[config.mk]
export PLATFORM = sky130hd
export DESIGN_NAME = swcan_wake_sleep_inhibit_ctrl
export DESIGN_NICKNAME = d
export VERILOG_FILES = /design/src/rtl/swcan_ctrl_pkg.sv /design/src/rtl/swcan_wake_sleep_inhibit_ctrl.sv /design/src/rtl/swcan_mode_sync.sv
export VERILOG_INCLUDE_DIRS = /design/src /design/src/rtl
export SDC_FILE = /design/constraint.sdc
export NUM_CORES = 1
export LEC_CHECK = 0
export ABC_AREA = 1
export BUFFER_PORTS_ARGS = -buffer_cell sky130_fd_sc_hd__buf_2
export CELL_PAD_IN_SITES_DETAIL_PLACEMENT = 1
export CELL_PAD_IN_SITES_GLOBAL_PLACEMENT = 2
export CORE_MARGIN = 3
export CORE_UTILIZATION = 40
export CTS_BUF_LIST = sky130_fd_sc_hd__clkbuf_2 sky130_fd_sc_hd__clkbuf_4 sky130_fd_sc_hd__clkbuf_8
export DETAILED_ROUTE_END_ITERATION = 7
export PLACE_DENSITY_LB_ADDON = 0.08
export SETUP_SLACK_MARGIN = 0.15
export SLEW_MARGIN = 25
export SYNTH_ARGS = -nofsm -noshare
export SYNTH_HDL_FRONTEND = slang
export SYNTH_SLANG_ARGS = --single-unit
[constraint.sdc]
create_clock -name i_sys_clk -period 3.4 [get_ports i_sys_clk]
set_clock_uncertainty 0.05 [all_clocks]
set_input_delay 0.17 -clock i_sys_clk [delete_from_list [all_inputs] [get_ports i_sys_clk]]
set_output_delay 0.17 -clock i_sys_clk [all_outputs]
set_load 0.03 [all_outputs]
[src/rtl/swcan_ctrl_defines.svh]
// Constants for the single-wire bus power-state controller
`ifndef SWCAN_CTRL_DEFINES_SVH
`define SWCAN_CTRL_DEFINES_SVH
`define CLK_FREQ_HZ          50_000_000
`define SLEEP_TIMEOUT_MS     250
`define SLEEP_TIMEOUT_CYC    ((`CLK_FREQ_HZ / 1000) * `SLEEP_TIMEOUT_MS)
`define TICK_DIV_CYC         50_000
`define SLEEP_TIMEOUT_TICKS  (`SLEEP_TIMEOUT_CYC / `TICK_DIV_CYC)
`define TICK_CNT_W           16
`define TMO_CNT_W            16
`define MODE_SLEEP           2'b00
`define MODE_HIGH_SPEED      2'b01
`define MODE_HV_WAKEUP       2'b10
`define MODE_NORMAL          2'b11
`endif

[src/rtl/swcan_ctrl_pkg.sv]
// Types for the single-wire bus power-state controller
package swcan_ctrl_pkg;
    typedef enum logic [2:0] {
        ST_SLEEP   = 3'b001,
        ST_STANDBY = 3'b010,
        ST_ACTIVE  = 3'b100
    } pwr_state_type;
endpackage

[src/rtl/swcan_wake_sleep_inhibit_ctrl.sv]
// Power-state sequencer, regulator enable and bus driver gating
// Operation
// - After power-on reset the block sits in standby with the regulator enable high.
// - In standby, a mode that stays sleep for the whole timeout returns to sleep, enable low.
// - A wake-up pulse on the high-voltage wake-up input raises the regulator enable again.
// - A wake-up restarts the standby sequence and rearms the timeout from zero.
// - Any active mode stops the timer and keeps the regulator enable high.
// - Selecting sleep with no wake-up present drops the enable after the timeout.
// - Loss of ground opens the load ground switch while bus transmission goes on.
// - After loss of ground the driver still stops when undervoltage lockout or overtemperature shutdown fires, or when the block enters sleep.
// - Overtemperature shutdown disables the high-side bus driver.
// - High-speed mode switches edge shaping off.
// - Normal and high-voltage wake-up modes switch edge shaping on.
// - Mode a alone is high-speed, b alone is wake-up, both is normal, none is sleep.
// - Any mode other than both-low leaves sleep.
// - A high-voltage wake-up from sleep drives the receive output low as an interrupt.
// - In sleep the bus driver is never dominant whatever the transmit input.
`timescale 1ns/1ns
`include "swcan_ctrl_defines.svh"
module swcan_wake_sleep_inhibit_ctrl
    import swcan_ctrl_pkg::*;
#(
    // Tick divider; a small value lets a test reach the timeout
    parameter int unsigned TICK_DIV = `TICK_DIV_CYC
)
(
    input  wire logic i_sys_clk,
    input  wire logic i_rst_n,
    input  wire logic i_mode_select_a,
    input  wire logic i_mode_select_b,
    input  wire logic i_high_voltage_wakeup,
    input  wire logic i_tx_dominant_n,
    input  wire logic i_bus_rx_dominant,
    input  wire logic i_loss_of_ground,
    input  wire logic i_undervoltage,
    input  wire logic i_overtemp,
    output logic      o_regulator_enable_out,
    output logic      o_load_switch_on,
    output logic      o_bus_driver_out,
    output logic      o_edge_shaping_en,
    output logic      o_high_voltage_drive,
    output logic      o_rx_n,
    output logic      o_rx_oe,
    output logic      o_sleep_state
);
    pwr_state_type            state_r;
    pwr_state_type            state_nxt;
    logic [1:0]               mode_sync;
    logic [1:0]               mode_r;
    logic                     mode_changed;
    logic [`TICK_CNT_W-1:0]   tick_cnt_r;
    logic                     tick;
    logic [`TMO_CNT_W-1:0]    tmo_cnt_r;
    logic                     tmo_done;
    logic                     wake_irq_r;
    logic                     lgnd_latched_r;

    swcan_mode_sync u_mode_sync (
        .i_sys_clk (i_sys_clk),
        .i_rst_n   (i_rst_n),
        .i_async   ({i_mode_select_b, i_mode_select_a}),
        .o_sync    (mode_sync)
    );

    // Previous decoded mode, to see a change while in standby
    always_ff @(posedge i_sys_clk or negedge i_rst_n) begin
        if (!i_rst_n) begin
            mode_r <= `MODE_SLEEP;
        end else begin
            mode_r <= mode_sync;
        end
    end
    assign mode_changed = (mode_sync != mode_r);

    // Slow tick keeps the timeout counter narrow
    always_ff @(posedge i_sys_clk or negedge i_rst_n) begin
        if (!i_rst_n) begin
            tick_cnt_r <= '0;
        end else if (tick) begin
            tick_cnt_r <= '0;
        end else begin
            tick_cnt_r <= tick_cnt_r + 1'b1;
        end
    end
    assign tick = (tick_cnt_r == `TICK_CNT_W'(TICK_DIV - 1));

    // Timeout runs only in standby; any other state or a wake-up rearms it
    always_ff @(posedge i_sys_clk or negedge i_rst_n) begin
        if (!i_rst_n) begin
            tmo_cnt_r <= '0;
        end else if (state_r != ST_STANDBY || i_high_voltage_wakeup || mode_changed) begin
            tmo_cnt_r <= '0;
        end else if (tick && !tmo_done) begin
            tmo_cnt_r <= tmo_cnt_r + 1'b1;
        end
    end
    assign tmo_done = (tmo_cnt_r == `TMO_CNT_W'(`SLEEP_TIMEOUT_TICKS));

    always_comb begin
        state_nxt = state_r;
        case (state_r)
            ST_SLEEP: begin
                if (mode_sync != `MODE_SLEEP) begin
                    state_nxt = ST_ACTIVE;
                end else if (i_high_voltage_wakeup) begin
                    state_nxt = ST_STANDBY;
                end
            end
            ST_STANDBY: begin
                if (mode_sync != `MODE_SLEEP) begin
                    state_nxt = ST_ACTIVE;
                end else if (tmo_done && !i_high_voltage_wakeup) begin
                    state_nxt = ST_SLEEP;
                end
            end
            ST_ACTIVE: begin
                if (mode_sync == `MODE_SLEEP) begin
                    state_nxt = ST_STANDBY;
                end
            end
            default: state_nxt = ST_STANDBY;
        endcase
    end

    always_ff @(posedge i_sys_clk or negedge i_rst_n) begin
        if (!i_rst_n) begin
            state_r <= ST_STANDBY;
        end else begin
            state_r <= state_nxt;
        end
    end

    // Wake interrupt held until the host selects a mode or sleep returns
    always_ff @(posedge i_sys_clk or negedge i_rst_n) begin
        if (!i_rst_n) begin
            wake_irq_r <= 1'b0;
        end else if (state_r == ST_SLEEP && state_nxt == ST_STANDBY) begin
            wake_irq_r <= 1'b1;
        end else if (state_r != ST_STANDBY) begin
            wake_irq_r <= 1'b0;
        end
    end

    // Loss of ground latched until reset; it releases only with the supply
    always_ff @(posedge i_sys_clk or negedge i_rst_n) begin
        if (!i_rst_n) begin
            lgnd_latched_r <= 1'b0;
        end else if (i_loss_of_ground) begin
            lgnd_latched_r <= 1'b1;
        end
    end

    always_ff @(posedge i_sys_clk or negedge i_rst_n) begin
        if (!i_rst_n) begin
            o_regulator_enable_out <= 1'b1;
            o_load_switch_on       <= 1'b1;
            o_bus_driver_out       <= 1'b0;
            o_edge_shaping_en      <= 1'b1;
            o_high_voltage_drive   <= 1'b0;
            o_rx_n                 <= 1'b1;
            o_rx_oe                <= 1'b0;
            o_sleep_state          <= 1'b0;
        end else begin
            o_regulator_enable_out <= (state_nxt != ST_SLEEP);
            o_load_switch_on       <= !(lgnd_latched_r || i_loss_of_ground);
            o_bus_driver_out       <= (state_nxt != ST_SLEEP) && !i_tx_dominant_n
                                      && !i_undervoltage && !i_overtemp;
            o_edge_shaping_en      <= (mode_sync != `MODE_HIGH_SPEED);
            o_high_voltage_drive   <= (mode_sync == `MODE_HV_WAKEUP);
            o_rx_n                 <= (state_nxt == ST_ACTIVE) ? !i_bus_rx_dominant
                                      : !(wake_irq_r ||
                                          (state_r == ST_SLEEP && state_nxt == ST_STANDBY));
            o_rx_oe                <= (state_nxt != ST_SLEEP);
            o_sleep_state          <= (state_nxt == ST_SLEEP);
        end
    end
endmodule // swcan_wake_sleep_inhibit_ctrl

[src/rtl/swcan_mode_sync.sv]
// Two-flop synchroniser for the two mode-select inputs
`timescale 1ns/1ns
module swcan_mode_sync (
    input  wire logic       i_sys_clk,
    input  wire logic       i_rst_n,
    input  wire logic [1:0] i_async,
    output logic      [1:0] o_sync
);
    logic [1:0] meta_r;

    genvar g;
    generate
        for (g = 0; g < 2; g++) begin : g_bit
            always_ff @(posedge i_sys_clk or negedge i_rst_n) begin
                if (!i_rst_n) begin
                    meta_r[g] <= 1'b0;
                    o_sync[g] <= 1'b0;
                end else begin
                    meta_r[g] <= i_async[g];
                    o_sync[g] <= meta_r[g];
                end
            end
        end
    endgenerate
endmodule // swcan_mode_sync

==> impl.org <==
** Outcome
- The flow ran to the end, and the final reports show no timing, DRC or antenna violations.

** Clock tree
- Clock-pin slew was measured on the worst setup and hold paths at 0.09 ns.
- For this design, the sink count on the clock tree is 51.
- The clock tree synthesis step divided the H-tree into 2 levels.
- TritonCTS buffer count :: 5
- Master cell of the clock root buffer :: sky130_fd_sc_hd__clkbuf_8
- Clock tree from TritonCTS :: built
- The number of setup buffers added after CTS is 0.
- No sink is reached through more buffers than the 2 on the longest clock path.
- Clock latency reported for the late side of the worst-skew pair :: 0.30 ns

** Timing
- Based on the critical path, the design can be clocked at up to 556.6 MHz.
- Setup total negative slack on the finished layout was measured at 0 ns.
- Final-layout worst hold slack :: 0.04622 ns
- The final count of hold timing violations came to 0.
- The max-slew violation total from the final report came to 0.
- The worst pin sits at a relative slew slack of 45.67%.
- Setup slack closes at 1.603 ns.
- Setup Viol. Count Final :: 0
- Pin slew with the least headroom to its limit :: 0.8150 ns
- Fin crit share :: 52.85%
- Min Clock Period, post-route :: ~1.8 ns
- Setup repair after global routing left no endpoint under its margin.

** Final layout
- Post-Route Utilization :: 46.54%
- Antenna fix cells :: 0
- Growth of design area from synthesis to finish :: 11.43%
- After routing the design area is between 0.002 and 0.003 sq mm.
- The final layout contains roughly 370 nets.
- Post-layout instance count excluding filler cells :: 431
- In the final layout, the share of cells above drive strength 1 is 16.95%.

** Detailed routing
- Routed met2 length :: 2675 um
- Max layer used :: met4
- In the routed layout, each cell is associated on average with a via count of 4.889.
- Number of search-and-repair iterations in the first detailed-routing pass :: 4
- The detailed router put a total of 2991 um of wire on met1.
- Number of DRC markers in iteration 0 :: 96
- Routed vias :: 2,107
- Total wirelength of the detailed-routed design :: 5899 um
- Drt wl/cell :: 13.69 um
- Routed wire length on met3 :: 191 um
- In the routed design, unresolved DRC markers number 0.
- In this run the remaining antenna-violating nets after routing total 0.

** Synthesis
- Mapped cell area :: 0.002683 sq mm
- The largest total area in the synthesized netlist belongs to sky130_fd_sc_hd__dfrtp_1.
- Counting every instance in the synthesized netlist gives 327.
- Sequential cells were found to cover between 40 and 50% of the synthesized design area.
- In this run the biggest area consumer among cell types represents 42.91% of the synthesized area.
- Counting flops with a built-in enable in the synthesized netlist gives 0.
- Commonest register cell after synthesis :: sky130_fd_sc_hd__dfrtp_1
- Counting every net in the synthesized netlist gives 340.
- Averaged over all synthesized cells, the footprint is slightly above 8 sq um.
- In this run, synthesis produced a sequential element count of 51.
- Sorting the synthesized cells by area gives the leading types as sky130_fd_sc_hd__dfrtp_1 (43%), sky130_fd_sc_hd__nand2_1 (12%), sky130_fd_sc_hd__nor2_1 (6.2%).
- In the synthesized netlist the async set-or-reset flop fraction comes to 100.0%.
- Yosys printed 0 warnings.
- Most frequent cell after synthesis :: sky130_fd_sc_hd__nand2_1
- Cell types with the highest counts after synthesis :: sky130_fd_sc_hd__nand2_1 (88), sky130_fd_sc_hd__dfrtp_1 (46), sky130_fd_sc_hd__nor2_1 (44)
- Count of distinct cell types in the synthesized netlist :: 33

** Power and ir drop
- Leakage :: roughly 1.5 nW
- Internal power comes to 0.9097 mW.
- Logic pwr share :: between 10% and 20%
- Total power for the finished layout comes to 1.210 mW.
- The worst-case IR drop observed on VDD is approximately 240 uV.
- In this run the power density over the cells is 404.9 mW/mm^2.
- Of the total power, the share spent switching nets is 24.83%.
- For this design the total switching power over the nets is 0.3005 mW.
- The clock network burns 35.7% of the power.
- Per report_power, the sequential group accounts for a little over half of the total.

** Global routing
- First-pass GRT wire length :: 10,180 um
- Initial antenna violation count :: 0
- Gr ovfl total :: 0
- Number of global-route vias before repair :: 2,128
- Maximum number of pins on one net before global-route repair :: 36
- Across every metal layer, demand over resource in global routing totals 16.90%.

** Die
- Starting utilization of the core area :: between 40% and 50%
- Core Region :: 0.006422 sq mm
- The floorplan step set the die width to 87.89 um.
- Pin placement for this block handled 18 I/O pins.
- After floorplanning, the core was divided into 29 placement rows.
- Height of the die :: 87.89 um
- The floorplan step defined a die boundary enclosing about 0.0077 sq mm.

** Min path
- Min-delay worst type :: in2reg

** Placement
- Port buffering added 17 buffers.
- Detailed placement finished with a half-perimeter wire length of roughly 4400 um.
- OpenSTA, run right after detailed placement, puts the worst setup slack at 1.595 ns.
- Gp weighted congestion :: 0.7538
- Once placement finished, the instance area stood at approximately 0.0028 sq mm.
- After detailed placement, the design holds a cell count of 419.

** Setup path
- Critical path's top delay family :: simple AND/OR/NAND/NOR gates
- Critical Path Max Stage Delay :: 0.39 ns
- Along the worst path, the maximum fanout reaches 18.
- Cell chain of the critical path :: ha_1 -> nand3_2 -> nor2_2 -> nand2_4 -> nor2_8 -> nor2_8 -> nand2_1 -> nand2_1
- STA classifies the critical path endpoint as a flop.
- STA classifies the critical path startpoint as a flop.
- Together, buffers and inverters on the worst path number 0.
- Type of the worst setup path :: reg2reg
- At the worst endpoint, the required time is 3.55 ns.
- Critical-path top delay cell :: sky130_fd_sc_hd__dfrtp_1
- STA puts the critical path data arrival time at 1.94 ns.

** Flow run
- The tool flagged a number of max-cap violations equal to 0.
==> tightest hold or removal path: stages <==
cell,delay (ns)
sky130_fd_sc_hd__buf_2,0.07
sky130_fd_sc_hd__or3_1,0.08
sky130_fd_sc_hd__a21oi_1,0.03
==> flip-flops by register name, indices dropped and copies added, names as in the netlist <==
signal and cells:
o_sleep_state 1, state_r 3, u_mode_sync.meta_r 2, o_high_voltage_drive 1, u_mode_sync.o_sync 2, o_edge_shaping_en 1
o_rx_n 1, lgnd_latched_r 1, o_regulator_enable_out 1, tmo_cnt_r 16, wake_irq_r 1, o_bus_driver_out 1
o_load_switch_on 1, o_rx_oe 1, mode_r 2, tick_cnt_r 16
==> repair_timing <==
item                                   in CTS  in global routing
hold buffers                                4                  0
endpoints found under the hold margin      36                  0
gates resized for setup                     0                  0
==> cells in the final DEF (no fill, tap or decap), types with 2 or more instances in the layout <==
cell type / n
sky130_fd_sc_hd__a21oi_1: 4
sky130_fd_sc_hd__buf_2: 17
sky130_fd_sc_hd__clkbuf_4: 2
sky130_fd_sc_hd__clkbuf_8: 5
sky130_fd_sc_hd__dfrtp_1: 46
sky130_fd_sc_hd__dfstp_2: 5
sky130_fd_sc_hd__dlygate4sd3_1: 4
sky130_fd_sc_hd__ha_1: 3
sky130_fd_sc_hd__inv_1: 40
sky130_fd_sc_hd__inv_2: 3
sky130_fd_sc_hd__nand2_1: 88
sky130_fd_sc_hd__nand2_2: 10
sky130_fd_sc_hd__nand2_4: 2
sky130_fd_sc_hd__nand3_1: 19
sky130_fd_sc_hd__nand3_2: 2
sky130_fd_sc_hd__nand4_1: 15
sky130_fd_sc_hd__nor2_1: 44
sky130_fd_sc_hd__nor2_2: 2
sky130_fd_sc_hd__nor2_4: 2
sky130_fd_sc_hd__nor2_8: 3
sky130_fd_sc_hd__nor3_1: 5
sky130_fd_sc_hd__o21ai_0: 9
sky130_fd_sc_hd__or2_2: 3
sky130_fd_sc_hd__xor2_1: 9
==> final timing paths <==
kind                       slack (ns)                             from  cells past startpoint                              end
setup / recovery                 1.60          tick_cnt_r[0]$_DFF_PN0_                      8         tmo_cnt_r[9]$_DFFE_PN0P_
hold / removal                   0.05                       i_overtemp                      3       o_bus_driver_out$_DFF_PN0_
hold reg to reg                  0.31  u_mode_sync.meta_r[1]$_DFF_PN0_                      0  u_mode_sync.o_sync[1]$_DFF_PN0_
max in group asynchronous        2.05                          i_rst_n                      3             state_r[1]$_DFF_PN1_
setup reg to reg                 1.60          tick_cnt_r[0]$_DFF_PN0_                      8         tmo_cnt_r[9]$_DFFE_PN0P_
min in group asynchronous        0.44                          i_rst_n                      2        tmo_cnt_r[12]$_DFFE_PN0P_
==> layout make-up <==
cell class              count  area [sq um]
well taps                  77         96.34
flip-flops and latches     51          1282
repair buffers             22         132.6
clock inverters             1         30.03
fillers                   794          3433
multi-input cells         229          1199
inverters                  44         165.2
clock buffers               7         83.83
==> logic make-up after synthesis <==
kind of cell	after synthesis	synth area share, %
and+or+nand+nor	200	36.80
DFF	51	47.81
buffers and inverters	47	7.509
AOI/OAI and AO/OA	16	3.219
xor gates and xnor gates	10	3.265
adders and majority gates	3	1.399
==> power groups by stage <==
stage          registers (mW)  logic [mW]  clock network (mW)
2_1_floorplan           0.675      0.0772                   0
3_3_place_gp            0.661       0.125                   0
3_5_place_dp            0.662       0.129                   0
4_1_cts                 0.650       0.133               0.450
5_1_grt                 0.653       0.143               0.472
6_report                0.649       0.128               0.432
==> routing by layer <==
metal  vias up  global-route usage, %
met2        38                  26.71
met1       987                  24.07
li1       1078                      -
met5         -                      0
met3         4                  3.198
met4         0                  3.905
(Power assumes the default switching activity.)
